`config.mk`:
```
export PLATFORM = sky130hd
export DESIGN_NAME = conversion_clock_select_seq
export DESIGN_NICKNAME = d
export VERILOG_FILES = /design/src/hdl/conversion_clock_select_pkg.sv /design/src/hdl/conversion_clock_select_tad_if.sv /design/src/hdl/conversion_clock_select_tad_gen.sv /design/src/hdl/conversion_clock_select_seq.sv
export SDC_FILE = /design/constraint.sdc
export NUM_CORES = 1
export LEC_CHECK = 0
export ABC_AREA = 1
export BUFFER_PORTS_ARGS = -buffer_cell sky130_fd_sc_hd__buf_2
export CORE_ASPECT_RATIO = 2
export CORE_MARGIN = 2
export CORE_UTILIZATION = 50
export DETAILED_ROUTE_END_ITERATION = 10
export GPL_TIMING_DRIVEN = 1
export PLACE_DENSITY = 0.71
export SLEW_MARGIN = 20
export SYNTH_ARGS = -nofsm -noshare
export SYNTH_HDL_FRONTEND = slang
export SYNTH_SLANG_ARGS = --single-unit
```
`constraint.sdc`:
```
create_clock -name clk_i -period 3.45 [get_ports clk_i]
set_clock_uncertainty 0.05 [all_clocks]
set_input_delay 0.345 -clock clk_i [delete_from_list [all_inputs] [get_ports clk_i]]
set_output_delay 0.345 -clock clk_i [all_outputs]
set_load 0.01 [all_outputs]
```
`src/hdl/conversion_clock_select_pkg.sv`:
```
// constants and types for the converter sequencer
package conversion_clock_select_pkg;
  localparam int unsigned RES_W     = 10;
  localparam int unsigned CHAN_W    = 4;
  // register byte addresses
  localparam logic [7:0] ADDR_CTRL   = 8'h00;
  localparam logic [7:0] ADDR_TIMING = 8'h04;
  localparam logic [7:0] ADDR_RES_HI = 8'h08;
  localparam logic [7:0] ADDR_RES_LO = 8'h0C;
  localparam logic [7:0] ADDR_STATUS = 8'h10;
  // control register fields
  localparam int unsigned CTRL_EN    = 0;
  localparam int unsigned CTRL_GO    = 1;
  localparam int unsigned CTRL_CHS_L = 2;
  localparam logic [7:0]  CTRL_RESET = 8'h00;
  // timing register fields
  localparam int unsigned TIM_CS_L   = 0;
  localparam int unsigned TIM_ACQ_L  = 3;
  localparam int unsigned TIM_FMT    = 7;
  // status register fields
  localparam int unsigned ST_DONE    = 0;
  localparam int unsigned ST_IE      = 1;
  localparam int unsigned ST_PWR     = 2;
  localparam int unsigned ST_SAMP    = 3;
  // instruction cycle is four system clocks
  localparam int unsigned TCY_CLKS   = 4;
  localparam int unsigned DISCH_TADS = 2;
  localparam int unsigned CONV_TADS  = 11;
  localparam logic [1:0]  CS_FRC     = 2'h3;

  typedef enum logic [2:0] {
    S_IDLE  = 3'h0,
    S_START = 3'h1,
    S_ACQ   = 3'h3,
    S_CONV  = 3'h2,
    S_DISCH = 3'h6
  } conversion_clock_select_state_t;

  // system clock divisor per conversion clock code
  function automatic logic [6:0] conversion_clock_select_div(input logic [2:0] sel);
    logic [6:0] d;
    d = 7'h02;
    unique case (sel)
      3'h0:    d = 7'h02;
      3'h4:    d = 7'h04;
      3'h1:    d = 7'h08;
      3'h5:    d = 7'h10;
      3'h2:    d = 7'h20;
      3'h6:    d = 7'h40;
      default: d = 7'h02;
    endcase
    return d;
  endfunction : conversion_clock_select_div

  // acquisition length in bit periods per code
  function automatic logic [4:0] conversion_clock_select_acq(input logic [2:0] sel);
    logic [4:0] a;
    a = 5'h00;
    unique case (sel)
      3'h0: a = 5'h00;
      3'h1: a = 5'h02;
      3'h2: a = 5'h04;
      3'h3: a = 5'h06;
      3'h4: a = 5'h08;
      3'h5: a = 5'h0C;
      3'h6: a = 5'h10;
      3'h7: a = 5'h14;
    endcase
    return a;
  endfunction : conversion_clock_select_acq
endpackage : conversion_clock_select_pkg

```
`src/hdl/conversion_clock_select_tad_if.sv`:
```
// bit period request and tick between sequencer and divider
`timescale 1ns/1ps
interface conversion_clock_select_tad_if;
  logic [2:0] clk_sel;
  logic       run;
  logic       frc_tick;
  logic       tick;
  modport gen  (input clk_sel, run, frc_tick, output tick);
  modport user (output clk_sel, run, frc_tick, input tick);
endinterface : conversion_clock_select_tad_if

```
`src/hdl/conversion_clock_select_tad_gen.sv`:
```
// bit period tick generator
`timescale 1ns/1ps
module conversion_clock_select_tad_gen (
  input  wire logic clk_i,
  input  wire logic rst_n_i,
  conversion_clock_select_tad_if.gen   tad
);
  logic [6:0] cnt;
  logic [6:0] div;

  assign div = conversion_clock_select_pkg::conversion_clock_select_div(tad.clk_sel);

  // divided system clock or the dedicated rc clock
  always_ff @(posedge clk_i or negedge rst_n_i) begin
    if (!rst_n_i) begin
      cnt      <= 7'h00;
      tad.tick <= 1'b0;
    end else if (!tad.run) begin
      cnt      <= 7'h00;
      tad.tick <= 1'b0;
    end else if (tad.clk_sel[1:0] == conversion_clock_select_pkg::CS_FRC) begin
      cnt      <= 7'h00;
      tad.tick <= tad.frc_tick;
    end else if (cnt == div - 7'h01) begin
      cnt      <= 7'h00;
      tad.tick <= 1'b1;
    end else begin
      cnt      <= cnt + 7'h01;
      tad.tick <= 1'b0;
    end
  end
endmodule : conversion_clock_select_tad_gen

```
`src/hdl/conversion_clock_select_seq.sv`:
```
// converter sequencer top with apb registers
// Functional notes
// - clearing go mid-conversion aborts at once
// - abort writes partial result, fill last bit
// - reset clears registers, stops conversion
// - two bit periods wait before acquisition
// - after wait reconnect channel to capacitor
// - rc clock adds one instruction start delay
// - sleep plus interrupt enable wakes on done
// - sleep without interrupt powers down after
// - non-rc clock in sleep aborts, powers down
// - special trigger sets go in hardware
// - special trigger clears general timer
// - idle mode lets conversion complete
// - control register layout, reset zero
// - completion clears go, sets flag, loads
// - eleven bit periods, msb first
// - bit period from divider or rc
// - enable clear disables converter
`timescale 1ns/1ps
module conversion_clock_select_seq (
  input  wire logic                       clk_i,
  input  wire logic                       rst_n_i,
  input  wire logic                       psel_i,
  input  wire logic                       penable_i,
  input  wire logic                       pwrite_i,
  input  wire logic [7:0]                 paddr_i,
  input  wire logic [31:0]                pwdata_i,
  output logic      [31:0]                prdata_o,
  output logic                            pready_o,
  output logic                            pslverr_o,
  input  wire logic                       sleep_i,
  input  wire logic                       frc_tick_i,
  input  wire logic                       trigger_i,
  input  wire logic                       comp_i,
  output logic      [conversion_clock_select_pkg::RES_W-1:0] trial_o,
  output logic      [conversion_clock_select_pkg::CHAN_W-1:0] channel_o,
  output logic                            sample_connect_o,
  output logic                            powered_o,
  output logic                            wake_o,
  output logic                            timer_clear_o
);
  localparam int unsigned RW = conversion_clock_select_pkg::RES_W;

  conversion_clock_select_tad_if tad ();
  conversion_clock_select_tad_gen u_tad (.clk_i(clk_i), .rst_n_i(rst_n_i), .tad(tad));

  conversion_clock_select_pkg::conversion_clock_select_state_t state;
  logic [3:0]    channel_select;
  logic          go;
  logic          enable;
  logic [2:0]    cs;
  logic [2:0]    acq;
  logic          fmt;
  logic          done_flag;
  logic          irq_en;
  logic          pwr_down;
  logic [4:0]    tad_cnt;
  logic [1:0]    tcy_cnt;
  logic [RW-1:0] sar;
  logic [RW-1:0] result;
  logic [RW-1:0] partial;
  logic [RW-1:0] fill_mask;
  logic          last_bit;
  logic          wr;
  logic          rd_phase;
  logic          wr_ctrl;
  logic          busy;
  logic          frc_sel;
  logic          sw_abort;
  logic          slp_abort;
  logic          start;
  logic          finish;
  logic [3:0]    pos;
  logic [7:0]    res_hi;
  logic [7:0]    res_lo;
  logic [7:0]    rd_byte;
  logic          mapped;

  assign tad.clk_sel  = cs;
  assign tad.frc_tick = frc_tick_i;
  assign tad.run      = (state == conversion_clock_select_pkg::S_ACQ) || (state == conversion_clock_select_pkg::S_CONV) ||
                        (state == conversion_clock_select_pkg::S_DISCH);

  assign frc_sel  = (cs[1:0] == conversion_clock_select_pkg::CS_FRC);
  assign busy     = (state == conversion_clock_select_pkg::S_START) || (state == conversion_clock_select_pkg::S_ACQ) ||
                    (state == conversion_clock_select_pkg::S_CONV);
  assign rd_phase = psel_i && penable_i && !pready_o;
  assign wr       = psel_i && penable_i && pready_o && pwrite_i;
  assign wr_ctrl  = wr && (paddr_i == conversion_clock_select_pkg::ADDR_CTRL);
  // software clearing go while running
  assign sw_abort  = wr_ctrl && !pwdata_i[conversion_clock_select_pkg::CTRL_GO] && busy;
  // sleep with a system derived clock; idle mode is not seen here and does not stop it
  assign slp_abort = sleep_i && !frc_sel && busy;
  assign start     = (state == conversion_clock_select_pkg::S_IDLE) && go && powered_o;
  assign finish    = (state == conversion_clock_select_pkg::S_CONV) && tad.tick &&
                     (tad_cnt == 5'(conversion_clock_select_pkg::CONV_TADS - 1));
  // next bit position to resolve during conversion
  assign pos       = 4'(RW) - tad_cnt[3:0];

  // unresolved bits copy the last resolved one
  genvar gi;
  generate
    for (gi = 0; gi < RW; gi++) begin : g_fill
      assign fill_mask[gi] = (tad_cnt <= 5'h01) || (4'(gi) <= pos);
      assign partial[gi]   = fill_mask[gi] ? (last_bit && tad_cnt > 5'h01) : sar[gi];
    end
  endgenerate

  // sequencer state
  always_ff @(posedge clk_i or negedge rst_n_i) begin
    if (!rst_n_i) begin
      state   <= conversion_clock_select_pkg::S_IDLE;
      tad_cnt <= 5'h00;
      tcy_cnt <= 2'h0;
    end else if (!powered_o && state == conversion_clock_select_pkg::S_IDLE) begin
      state   <= conversion_clock_select_pkg::S_IDLE;
      tad_cnt <= 5'h00;
      tcy_cnt <= 2'h0;
    end else if (sw_abort || slp_abort || (!enable && busy)) begin
      state   <= conversion_clock_select_pkg::S_DISCH;
      tad_cnt <= 5'h00;
    end else begin
      unique case (state)
        conversion_clock_select_pkg::S_IDLE: begin
          tcy_cnt <= 2'h0;
          tad_cnt <= 5'h00;
          if (start) begin
            state <= frc_sel ? conversion_clock_select_pkg::S_START : conversion_clock_select_pkg::S_ACQ;
          end
        end
        conversion_clock_select_pkg::S_START: begin
          tcy_cnt <= tcy_cnt + 2'h1;
          if (tcy_cnt == 2'(conversion_clock_select_pkg::TCY_CLKS - 1)) begin
            state <= conversion_clock_select_pkg::S_ACQ;
          end
        end
        conversion_clock_select_pkg::S_ACQ: begin
          if (conversion_clock_select_pkg::conversion_clock_select_acq(acq) == 5'h00) begin
            state <= conversion_clock_select_pkg::S_CONV;
          end else if (tad.tick) begin
            tad_cnt <= tad_cnt + 5'h01;
            if (tad_cnt == conversion_clock_select_pkg::conversion_clock_select_acq(acq) - 5'h01) begin
              state   <= conversion_clock_select_pkg::S_CONV;
              tad_cnt <= 5'h00;
            end
          end
        end
        conversion_clock_select_pkg::S_CONV: begin
          if (tad.tick) begin
            tad_cnt <= tad_cnt + 5'h01;
            if (finish) begin
              state   <= conversion_clock_select_pkg::S_DISCH;
              tad_cnt <= 5'h00;
            end
          end
        end
        conversion_clock_select_pkg::S_DISCH: begin
          if (tad.tick) begin
            tad_cnt <= tad_cnt + 5'h01;
            if (tad_cnt == 5'(conversion_clock_select_pkg::DISCH_TADS - 1)) begin
              state   <= conversion_clock_select_pkg::S_IDLE;
              tad_cnt <= 5'h00;
            end
          end
        end
        default: state <= conversion_clock_select_pkg::S_IDLE;
      endcase
    end
  end

  // successive approximation, msb first
  always_ff @(posedge clk_i or negedge rst_n_i) begin
    if (!rst_n_i) begin
      sar      <= '0;
      last_bit <= 1'b0;
    end else if (state == conversion_clock_select_pkg::S_CONV && tad.tick && !sw_abort && !slp_abort) begin
      if (tad_cnt == 5'h00) begin
        sar <= {1'b1, {(RW-1){1'b0}}};
      end else begin
        sar[pos] <= comp_i;
        last_bit <= comp_i;
        if (pos != 4'h0) begin
          sar[pos - 4'h1] <= 1'b1;
        end
      end
    end else if (state == conversion_clock_select_pkg::S_IDLE) begin
      sar <= '0;
    end
  end

  // result load on completion or abort
  always_ff @(posedge clk_i or negedge rst_n_i) begin
    if (!rst_n_i) begin
      result <= '0;
    end else if (finish && !sw_abort && !slp_abort) begin
      result <= {sar[RW-1:1], comp_i};
    end else if ((sw_abort || slp_abort) && state == conversion_clock_select_pkg::S_CONV) begin
      result <= partial;
    end
  end

  // control register; trigger set wins over clears
  always_ff @(posedge clk_i or negedge rst_n_i) begin
    if (!rst_n_i) begin
      channel_select <= 4'h0;
      go     <= 1'b0;
      enable <= 1'b0;
    end else begin
      if (wr_ctrl) begin
        channel_select <= pwdata_i[conversion_clock_select_pkg::CTRL_CHS_L +: 4];
        enable <= pwdata_i[conversion_clock_select_pkg::CTRL_EN];
      end
      if (trigger_i && enable) begin
        go <= 1'b1;
      end else if (finish || slp_abort || !enable || (!powered_o && !busy)) begin
        go <= 1'b0;
      end else if (wr_ctrl) begin
        go <= pwdata_i[conversion_clock_select_pkg::CTRL_GO] && pwdata_i[conversion_clock_select_pkg::CTRL_EN];
      end
    end
  end

  // timing, flag and enable registers
  always_ff @(posedge clk_i or negedge rst_n_i) begin
    if (!rst_n_i) begin
      cs        <= 3'h0;
      acq       <= 3'h0;
      fmt       <= 1'b0;
      irq_en    <= 1'b0;
      done_flag <= 1'b0;
    end else begin
      if (wr && paddr_i == conversion_clock_select_pkg::ADDR_TIMING) begin
        cs  <= pwdata_i[conversion_clock_select_pkg::TIM_CS_L +: 3];
        acq <= pwdata_i[conversion_clock_select_pkg::TIM_ACQ_L +: 3];
        fmt <= pwdata_i[conversion_clock_select_pkg::TIM_FMT];
      end
      if (wr && paddr_i == conversion_clock_select_pkg::ADDR_STATUS) begin
        irq_en <= pwdata_i[conversion_clock_select_pkg::ST_IE];
      end
      if (finish) begin
        done_flag <= 1'b1;
      end else if (wr && paddr_i == conversion_clock_select_pkg::ADDR_STATUS && pwdata_i[conversion_clock_select_pkg::ST_DONE]) begin
        done_flag <= 1'b0;
      end
    end
  end

  // sleep power down, released when sleep ends
  always_ff @(posedge clk_i or negedge rst_n_i) begin
    if (!rst_n_i) begin
      pwr_down <= 1'b0;
    end else if (!sleep_i) begin
      pwr_down <= 1'b0;
    end else if (slp_abort || (finish && !irq_en)) begin
      pwr_down <= 1'b1;
    end
  end

  // pin side outputs
  always_ff @(posedge clk_i or negedge rst_n_i) begin
    if (!rst_n_i) begin
      powered_o        <= 1'b0;
      sample_connect_o <= 1'b0;
      channel_o        <= 4'h0;
      trial_o          <= '0;
      wake_o           <= 1'b0;
      timer_clear_o    <= 1'b0;
    end else begin
      powered_o        <= enable && !pwr_down && !(sleep_i && finish && !irq_en);
      sample_connect_o <= enable && !pwr_down && (state == conversion_clock_select_pkg::S_IDLE ||
                          state == conversion_clock_select_pkg::S_START || state == conversion_clock_select_pkg::S_ACQ);
      channel_o        <= channel_select;
      trial_o          <= sar;
      wake_o           <= finish && sleep_i && irq_en;
      timer_clear_o    <= trigger_i;
    end
  end

  assign res_hi = fmt ? {6'h00, result[RW-1:8]} : result[RW-1:2];
  assign res_lo = fmt ? result[7:0] : {result[1:0], 6'h00};
  always_comb begin
    mapped  = 1'b1;
    rd_byte = 8'h00;
    unique case (paddr_i)
      conversion_clock_select_pkg::ADDR_CTRL:   rd_byte = {2'h0, channel_select, go, enable};
      conversion_clock_select_pkg::ADDR_TIMING: rd_byte = {fmt, 1'b0, acq, cs};
      conversion_clock_select_pkg::ADDR_RES_HI: rd_byte = res_hi;
      conversion_clock_select_pkg::ADDR_RES_LO: rd_byte = res_lo;
      conversion_clock_select_pkg::ADDR_STATUS: rd_byte = {4'h0, sample_connect_o, powered_o, irq_en, done_flag};
      default:               mapped  = 1'b0;
    endcase
  end

  // apb slave, one wait state
  always_ff @(posedge clk_i or negedge rst_n_i) begin
    if (!rst_n_i) begin
      pready_o  <= 1'b0;
      pslverr_o <= 1'b0;
      prdata_o  <= 32'h0000_0000;
    end else begin
      pready_o  <= rd_phase;
      pslverr_o <= rd_phase && !mapped;
      prdata_o  <= (rd_phase && !pwrite_i) ? {24'h00_0000, rd_byte} : 32'h0000_0000;
    end
  end
endmodule : conversion_clock_select_seq

```
=== Word-level counts from Yosys, hierarchy flattened ===
Memory sizes are Yosys's and may differ from the RTL's.
Index checks and enable logic that the tools add are counted.

* $add $sub $neg: 7
* $lt $le $gt $ge: 16
* Equality and inequality tests: 31
* Multiplexer cells: 74
* Bitwise operators: 2
* Reduce and logical (&&, ||, !) cells: 89

{| class="wikitable"
|+ Operators with widths
! kind !! number
|-
| $mux 5 || 17
|-
| $mux 10 || 6
|-
| $pmux 8 s5 || 1
|-
| $logic_and 1x1->1 || 38
|-
| $pmux 7 s5 || 1
|-
| $mux 3 || 11
|-
| $mux 8 || 3
|-
| $mux 1 || 23
|-
| $logic_or 1x1->1 || 22
|-
| $mux 7 || 3
|-
| $pmux 5 s4 || 1
|-
| $eq 8x4->1 const B || 2
|-
| $le 3x4->1 const A || 4
|-
| $ne 4x4->1 const B || 4
|-
| $pmux 3 s5 || 1
|-
| $logic_not 1->1 || 13
|-
| $eq 3x3->1 const B || 4
|-
| $ne 4x1->1 const B || 3
|-
| $bwmux 10 || 1
|-
| $logic_not 5->1 || 2
|-
| $lt 4x5->1 const B || 2
|-
| $ne 5x1->1 const B || 2
|-
| $or 10x10->10 || 1
|-
| $eq 3x2->1 const B || 3
|-
| other kinds (38) || 51
|}

* Flip-flop bits (word level): 83
* Bits in read-only memories: 64
* Input bits: 49
* Output and inout port bits: 52
* Logic and storage cells: 247
* Memories kept: 2

{| class="wikitable"
|+ Memories
! name !! words !! width !! rd ports !! clocked after Yosys merged registers in !! wr ports !! line !! RTL
|-
| (name not given) || 8 || 4 || 1 || 0 || 0 || conversion_clock_select_pkg.sv:59 || <nowiki>unique case (sel)</nowiki>
|-
| (name not given) || 8 || 4 || 1 || 0 || 0 || conversion_clock_select_pkg.sv:59 ||
|}

=== Logic depth before layout (Yosys ltp) ===
Gate-level depths: netlist of the first run.

* Word-level depth: 23
* Gate-level depth with buffers: 18
* Depth with buffers taken out: 17

=== Cells and area by module ===
Synthesis of the first run repeated with hierarchy kept, for this count alone.

* Cells, all modules: 706
* Area total of the unflattened synthesis: 5295.1 um2

{| class="wikitable"
|+ Modules (own cells, without submodules)
! module !! instances !! cells each !! area each (um2) !! sequential area each (um2)
|-
| conversion_clock_select_seq || 1 || 635 || 4760.8 || 1876.8
|-
| conversion_clock_select_tad_gen || 1 || 71 || 534.3 || 200.2
|}

=== Worst setup path before layout of the first run ===
No wires, ideal clock.

* Kind: flip-flop to flip-flop
* Start point: register acq[2]
* End point: register state[0]
* Setup time: 0.117 ns
* Arrival: 1.734 ns
* Required time: 3.283 ns
* Setup slack: 1.550 ns
* Stages on the path, launching flop included: 17
* Buffers on the path: 1
* Clock period less this slack: 1.900 ns
* Cells stage by stage: dfrtp_1 clkbuf_2 o21a_1 ha_1 inv_1 nand2_1 nand3_1 nor2_1 nand2_1 nor2_2 nand2_1 nand2_1 nand2_1 nand2_1 nand2_1 nand2_1 nand2_1

* Cells in the longest elaborated chain, start to end: 10
* Elaborated cells between the ends (all ways): 20
* Those cells by class: 1 x add/sub; 3 x eq/ne; 12 x mux; 2 x reduce/logical; 2 x memory

{| class="wikitable"
|+ RTL lines
! item !! line !! RTL
|-
| start, declared || conversion_clock_select_seq.sv:53 || <nowiki>logic [2:0] acq;</nowiki>
|-
| start signal, assigned || conversion_clock_select_seq.sv:235 || <nowiki>acq <= pwdata_i[conversion_clock_select_pkg::TIM_ACQ_L +: 3];</nowiki>
|-
| $mem_v2 8x4 || n/a ||
|-
| $mux 5 || conversion_clock_select_seq.sv:141 || <nowiki>end else if (tad.tick) begin</nowiki>
|-
| $mux 5 || conversion_clock_select_seq.sv:139 || <nowiki>if (conversion_clock_select_pkg::conversion_clock_select_acq(acq) == 5'h00) begin</nowiki>
|-
| $mux 5 || conversion_clock_select_seq.sv:124 || <nowiki>unique case (state)</nowiki>
|-
| $mux 5 || conversion_clock_select_seq.sv:120 || <nowiki>end else if (sw_abort || slp_abort || (!enable && busy)) begin</nowiki>
|-
| $mux 5 || conversion_clock_select_seq.sv:116 || <nowiki>end else if (!powered_o && state == conversion_clock_select_pkg::S_IDLE) begin</nowiki>
|-
| $sub 5x1->5 || conversion_clock_select_seq.sv:143 || <nowiki>if (tad_cnt == conversion_clock_select_pkg::conversion_clock_select_acq(acq) - 5'h01) begin</nowiki>
|-
| $eq 5x5->1 || conversion_clock_select_seq.sv:143 ||
|-
| $ne 5x1->1 (no source line) || n/a ||
|-
| $reduce_and 8->1 (no source line) || n/a ||
|-
| end signal, assigned || conversion_clock_select_seq.sv:140 || <nowiki>state <= conversion_clock_select_pkg::S_CONV;</nowiki>
|-
| end signal, assigned || conversion_clock_select_seq.sv:144 || <nowiki>state <= conversion_clock_select_pkg::S_CONV;</nowiki>
|-
| end signal, assigned || conversion_clock_select_seq.sv:153 || <nowiki>state <= conversion_clock_select_pkg::S_DISCH;</nowiki>
|-
| end, declared || conversion_clock_select_seq.sv:48 || <nowiki>conversion_clock_select_pkg::conversion_clock_select_state_t state;</nowiki>
|}

Parallel ways exist; a longest one is shown, timed or not. The select of a mux whose other input is x is not followed.
A chain may end at the register's enable or synchronous reset.

=== Worst setup path in the final report of the first run ===
* Start point: register tad_cnt[1]
* End point: register sar[4]

* Cells in the longest elaborated chain, start to end: 10
* Elaborated cells between the ends (all ways): 19
* Those cells by class: 2 x add/sub; 4 x order compare; 8 x mux; 1 x bitwise; 4 x reduce/logical

{| class="wikitable"
|+ RTL lines
! item !! line !! RTL
|-
| start, declared || conversion_clock_select_seq.sv:58 || <nowiki>logic [4:0] tad_cnt;</nowiki>
|-
| start signal, assigned || conversion_clock_select_seq.sv:142 || <nowiki>tad_cnt <= tad_cnt + 5'h01;</nowiki>
|-
| start signal, assigned || conversion_clock_select_seq.sv:151 || <nowiki>tad_cnt <= tad_cnt + 5'h01;</nowiki>
|-
| start signal, assigned || conversion_clock_select_seq.sv:160 || <nowiki>tad_cnt <= tad_cnt + 5'h01;</nowiki>
|-
| $sub 4x4->4 || conversion_clock_select_seq.sv:99 || <nowiki>assign pos = 4'(RW) - tad_cnt[3:0];</nowiki>
|-
| $sub 4x1->4, or another cell as far along || conversion_clock_select_seq.sv:184 || <nowiki>sar[pos - 4'h1] <= 1'b1;</nowiki>
|-
| $lt 4x5->1 (implied by the code), or another cell as far along || conversion_clock_select_seq.sv:184 ||
|-
| $logic_and 1x1->1 (implied by the code) or $mux 1 (tied branches) || conversion_clock_select_seq.sv:184, conversion_clock_select_seq.sv:181 ||
|-
| $mux 1 (implied by the code) or $demux 1 s4 (tied branches) || conversion_clock_select_seq.sv:184, conversion_clock_select_seq.sv:181 ||
|-
| $demux 1 s4 or $bwmux 10 (tied branches) || conversion_clock_select_seq.sv:184, conversion_clock_select_seq.sv:181 ||
|-
| $or 10x10->10 (no source line) || n/a ||
|-
| $mux 10 || conversion_clock_select_seq.sv:183 || <nowiki>if (pos != 4'h0) begin</nowiki>
|-
| $mux 10 (*) || conversion_clock_select_seq.sv:178 || <nowiki>if (tad_cnt == 5'h00) begin</nowiki>
|-
| $mux 10 (*) || conversion_clock_select_seq.sv:177 || <nowiki>end else if (state == conversion_clock_select_pkg::S_CONV && tad.tick && !sw_abort && !slp_abort) begin</nowiki>
|-
| end signal, assigned || conversion_clock_select_seq.sv:179 || <nowiki>sar <= {1'b1, {(RW-1){1'b0}}};</nowiki>
|-
| end signal, assigned by index || conversion_clock_select_seq.sv:181 || <nowiki>sar[pos] <= comp_i;</nowiki>
|-
| end, declared || conversion_clock_select_seq.sv:60 || <nowiki>logic [RW-1:0] sar;</nowiki>
|}

Every way passes the cells marked *; elsewhere a longest branch is shown, timed or not.

==> results of run 1 <==
==> flip-flops by register name, indices dropped and copies added, names as in the netlist, 4 cells and up <==
name	cells
u_tad.cnt	7
sar	10
prdata_o	8
channel_select	4
result	10
tad_cnt	5
channel_o	4
trial_o	10
==> logic make-up after synthesis <==
family                     after synthesis  synth area share
DFF                                     83            0.4147
adders and majority gates               15           0.03747
and+or+nand+nor                        352            0.3198
AOI/OAI and AO/OA                       89            0.1004
buffers and inverters                  118            0.1112
other                                    1         0.0007487
xor gates and xnor gates                 9           0.01574
==> metal layers <==
metal	routed length, um	global-route usage	up-vias	share of wire
li1	-	-	2174	-
met1	4273	0.2340	2002	0.36
met2	6263	0.4044	143	0.53
met3	427	0.03047	51	0.036
met4	817	0.1670	0	0.069
met5	0	0	-	0
==> cell type report <==
| type | instances | area share |
|---|---|---|
| multi-input cells | 489 | 0.4418 |
| flip-flops and latches | 83 | 0.3729 |
| inverters | 87 | 0.05907 |
| repair buffers | 51 | 0.04695 |
| clock buffers | 9 | 0.04043 |
| well taps | 132 | 0.02965 |
| clock inverters | 7 | 0.009209 |
==> final timing paths <==
kind | startpoint | end | slack, ns | cells after the start
worst max-delay path | tad_cnt[1] | sar[4] | 1.19 | 11
worst min-delay path | rst_n_i | u_tad.cnt[2] | -0.03 | 1
worst max register to register | tad_cnt[1] | sar[4] | 1.19 | 11
worst min register to register | sar[1] | trial_o[1] | 0.34 | 0
max in group asynchronous | rst_n_i | sar[9] | 2.82 | 1
min in group clk_i | trigger_i | timer_clear_o | 0.07 | 1
==> power by group <==
group	switching (mW)	total [mW]	internal, mW
clock	0.402	0.893	0.491
combinational	0.823	1.20	0.378
sequential	0.145	1.26	1.11
total	1.37	3.35	1.98
==> synthesized netlist by cell type, drive strengths merged (7+ instances only) <==
library cell    n  area [sq um]
a21oi          17         92.59
buf            28         215.2
dfrtp          83          2077
ha             15         187.7
inv            87         329.1
nand2         221         884.6
nand3          50         280.3
nand4           7         43.79
nor2           59         305.3
nor3           10         55.05
o21ai          57         296.5
xor2            7         61.31
==> metrics by stage <==
stage,std cells,hold WS (ns)
finish,858,-0.03149
floorplan,690,-0.0005911
detailed placement,842,0.3204
global route,858,0.05665
CTS,858,0.06544
global placement,842,0.3107
==> worst max-delay path, cell delays in order, from the launching register on <==
cell and delay, ns:
dfrtp_1 0.51, ha_1 0.35, nand2_1 0.15, inv_2 0.07
nor2_4 0.22, inv_4 0.09, nor3_1 0.36, nand2_1 0.09
o21ai_0 0.09, nand2_1 0.07, nand2_1 0.05, nand2_1 0.05
==> impl_metrics.toml, run 1 <==
[status]
status = "complete, but fails checks"
violations = "hold timing"

[logic_synthesis]
ys_types = 45
netlist_area_sq_mm = 0.005009
synth_seq_area_share = 0.4147
yosys_register_bits = 83
async_flop_share = 1.000
yosys_warnings = 0
postSynthCellCount = 667
dominantRegCellSynth = "dfrtp_1"
syn_area_per_cell_sq_um = 7.509
synth_edf_count = 0

[final_layout]
final_util = 0.5706
num_antenna_cells = 0
drive_above_1_share = 0.1653
seqCellArea_sq_mm = 0.002077
fillers = 964
fin_area_sq_mm = 0.005570
syn_to_final_growth_pct = 11.22
final_common_cell = "nand2_1"
multi_input_area_sq_mm = 0.002461
finalNetCount = 785
most-common-layout-cells = "nand2_1, dfrtp_1, inv_1"

[clocking]
clkTransAtPathRegs_ns = 0.06
clockBufferDepth = 2
postCtsSetupBuffers = 0
post_cts.resized_instances = 0
clock-sinks = 83
clk-insertion-delay-late_ns = 0.34
clockRootBuffer = "clkbuf_16"
cts-htree-levels = 3
cts-hold-fix-buffers = 0
cts_buffers = 9
cts_tree = "yes"

[sta]
fin_crit_ns = 2.256
rsz0062_at_grt = "no"
setup_viol = 0
drv_slew = 0
slew_headroom = 0.4937
tightest_slew_ns = 0.7594
final_hold_viol_count = 13
setup_slack_ns = 1.194
period_share = 0.6540
fin_hold_ws_ns = -0.03149
setup_tns_ns = 0
fmax_mhz = 443.2

[power]
total_power_mw = 3.352
peakVddDrop_v = 0.0003142
p_leak_nw = 3.006
p_per_area_mw_per_mm2 = 601.8

[worst_setup_path]
cp-start-kind = "flop"
crit_arrival_ns = 2.43
crit_path_max_fanout = 9
crit_type = "reg -> reg"
endpoint_kind = "flop"
cp.required_ns = 3.63

[placed_design]
place_area_sq_mm = 0.005290
numPortBuffers = 51
finalWeightedCongestion = 0.8956
hpwl_um = 9210
dpl_worst_slack_ns = 1.238

[route]
drt_wl_total_um = 11780
drt_iter0_markers = 286
viasPerCell = 5.093
ant_nets = 0
wire_per_inst_um = 13.73
drc_errors = 0
firstDrtPassIters = 7
num_vias = 4370

[hold_path]
hold_class = "in -> async"

[grt]
grt_usage = 0.2298
grt_max_degree = 84
grt_pass1_vias = 4309
grt_antenna_before_repair = 0
grt-ovfl-total = 0
grt_pass1_wl_um = 19390

[floorplan]
coreArea_sq_mm = 0.009763
rows = 51
io_pins = 101
floorplan.initialDensity = 0.5130
die_h_um = 145.5
die-area_sq_mm = 0.01088
die_w_um = 74.77

[job]
maxCapViolations = 0
Power figures use the tool's default switching activity.
==> run 2: changes to the inputs <==
--- a/config.mk
+++ b/config.mk
@@ -12,7 +12,7 @@
 export CORE_UTILIZATION = 50
 export DETAILED_ROUTE_END_ITERATION = 10
 export GPL_TIMING_DRIVEN = 1
-export PLACE_DENSITY = 0.71
+export PLACE_DENSITY = 0.74
 export SLEW_MARGIN = 20
 export SYNTH_ARGS = -nofsm -noshare
 export SYNTH_HDL_FRONTEND = slang
==> constraint.sdc (replaced) <==
create_clock -name clk_i -period 2.06 [get_ports clk_i]
set_clock_uncertainty 0.05 [all_clocks]
set_input_delay 0.206 -clock clk_i [delete_from_list [all_inputs] [get_ports clk_i]]
set_output_delay 0.206 -clock clk_i [all_outputs]
set_load 0.01 [all_outputs]
==> run 2 against run 1 <==
The flow now finishes without violations. Non-clock buffer count rose by 21. Sequential share of layout area down 1.4 points. Flip-flop and latch count stayed put. Wire length grew 8.2%. Sequential power up 65%. Critical endpoint is now tad_cnt[3]. Critical path type unchanged. Final cell count rose by 2.4%. Clock power up 67%.
==> impl_metrics.toml, run 2 (same netlist as run 1, synthesis figures left out) <==
[worst_setup_path]
worstPathCellList = "nand2_1 > o21a_1 > ha_4 > inv_1 > nand2_1 > nand2_1 > nand2_1 > nand2_1 > nand2_1 > nor2_2 > buf_4 > o21ai_2 > nand3_1 > o21ai_1"
cp_common_cell = "nand2_1"
r2r_slack_ns = 0.12
cpPeakStageDelay_ns = 0.42
worstRegToRegCells = 14
cp.required_ns = 2.27
rr_endpoint = "tad_cnt[3]"
cp-start-kind = "flop"
endpoint_kind = "flop"
critPathLaunch = "acq[0]"
crit_path_end = "tad_cnt[3]"
slowest_stage = "dfrtp_1"
timing.rr.start = "acq[0]"
crit_path_max_fanout = 4
crit_type = "reg -> reg"
crit_arrival_ns = 2.15

[clocking]
cts-htree-levels = 3
cts_tree = "yes"
clockBufferDepth = 2
clockRootBuffer = "clkbuf_16"
clk-insertion-delay-late_ns = 0.34
cts_buffers = 9
clock-sinks = 83
clkTransAtPathRegs_ns = 0.06

[sta]
rsz0062_at_grt = "yes"
fmax_mhz = 515.8
fin_crit_ns = 1.939
drv_slew = 0
period_share = 0.9411
setup_viol = 0
setup_slack_ns = 0.1214
final_hold_viol_count = 0

[final_layout]
drive_above_1_share = 0.2035
multi_input_area_sq_mm = 0.002517
final_common_cell = "nand2_1"
seqCellArea_sq_mm = 0.002078
final_util = 0.5935
fillers = 915
most-common-layout-cells = "nand2_1, dfrtp_1, inv_1"
num_antenna_cells = 0
top_regs = "result (10), sar (10), trial_o (10)"
syn_to_final_growth_pct = 15.69
finalNetCount = 806

[route]
drt_iter0_markers = 347
viasPerCell = 5.171
drt_wl_total_um = 12750
wire_per_inst_um = 14.50
firstDrtPassIters = 5
num_vias = 4545
ant_nets = 0
drc_errors = 0

[grt]
grt_pass1_vias = 4470
grt_pass1_wl_um = 20300
grt_antenna_before_repair = 0
grt_max_degree = 84
grt_usage = 0.2409
grt-ovfl-total = 0

[placed_design]
numPortBuffers = 51
finalWeightedCongestion = 0.9208
dpl_worst_slack_ns = 0.03709
hpwl_um = 9809

[power]
p_leak_nw = 3.120
peakVddDrop_v = 0.0006178
p_per_area_mw_per_mm2 = 997.2

[floorplan]
coreArea_sq_mm = 0.009763
die_w_um = 74.77
die-area_sq_mm = 0.01088
io_pins = 101
die_h_um = 145.5
rows = 51
floorplan.initialDensity = 0.5130

[job]
maxCapViolations = 0

[hold_path]
holdPathStages = 3
hold_class = "in -> reg"

[status]
status = "finished clean"
[run 2: cell count changes in the layout (fill, tap and decap cells not counted), moves of 2 or more]
cell           previous run  this run
buf_4                     0        19
clkbuf_1                  0         2
dlygate4sd3_1             0         2
ha_1                     15        12
ha_4                      0         2
inv_1                    74        71
inv_2                    12        15
nand2_1                 209       204
nand2_2                   7        11
[run 2: final cells by class]
cell class	count	area share
Clock buffer	11	0.04016
Clock inverter	5	0.006694
Inverter	87	0.05679
Multi-Input combinational cell	489	0.4345
Sequential cell	83	0.3587
Tap cell	132	0.02850
Timing Repair Buffer	72	0.07471
[run 2: power breakdown]
group	leakage (nW)	total [mW]	switching [mW]	internal, mW
sequential	1.11	2.08	0.220	1.86
combinational	1.88	2.21	1.46	0.751
clock	0.130	1.49	0.663	0.824
[run 2: per-layer routing]
layer | global-route usage | vias up | wire length (um)
met1 | 0.2308 | 2122 | 4404
li1 | - | 2231 | -
met3 | 0.03116 | 55 | 391
met5 | 0 | - | 0
met2 | 0.4292 | 137 | 7090
met4 | 0.1938 | 0 | 860
[run 2: how the worst min path moves through the flow]
stage                startpoint  slack [ns]            to
finish              pwdata_i[7]        0.08           fmt
global route        pwdata_i[7]         0.1           fmt
CTS                 pwdata_i[7]        0.08           fmt
detailed placement      rst_n_i        0.22  u_tad.cnt[4]
global placement        rst_n_i        0.21        wake_o
floorplan               rst_n_i       -0.14        acq[0]
[run 2: what timing repair did]
item                                    4_1_cts  5_1_grt
endpoints found under the setup margin        2       16
cloned                                        0        0
gates resized for setup                       0       17
hold buffers                                  2        0
buffers inserted                              1        5
pin swaps                                     0        4
hold endpoints to repair                     84        0
[run 2: worst max-delay path, delay by kind of cell, from the launching register on]
kind | cells | cell delay [ns]
AND/OR/NAND/NOR | 8 | 0.57
buffers and inverters | 2 | 0.17
adder cells (fa/ha/maj) | 1 | 0.15
flip-flops | 1 | 0.42
AO/OA/AOI/OAI | 3 | 0.52
[run 2: metrics by stage]
step                      cells  power, mW  TNS [ns]  area, sq um  hold WS (ns)
after CTS                   874      5.693         0         5699       0.07783
after floorplan             690      3.624         0         5095       -0.1396
after detailed placement    855      4.189         0         5400        0.2206
final                       879      5.778         0         5794       0.07573
after global placement      855      4.145         0         5400        0.2071
after global routing        879      6.157   -0.1170         5794       0.09927
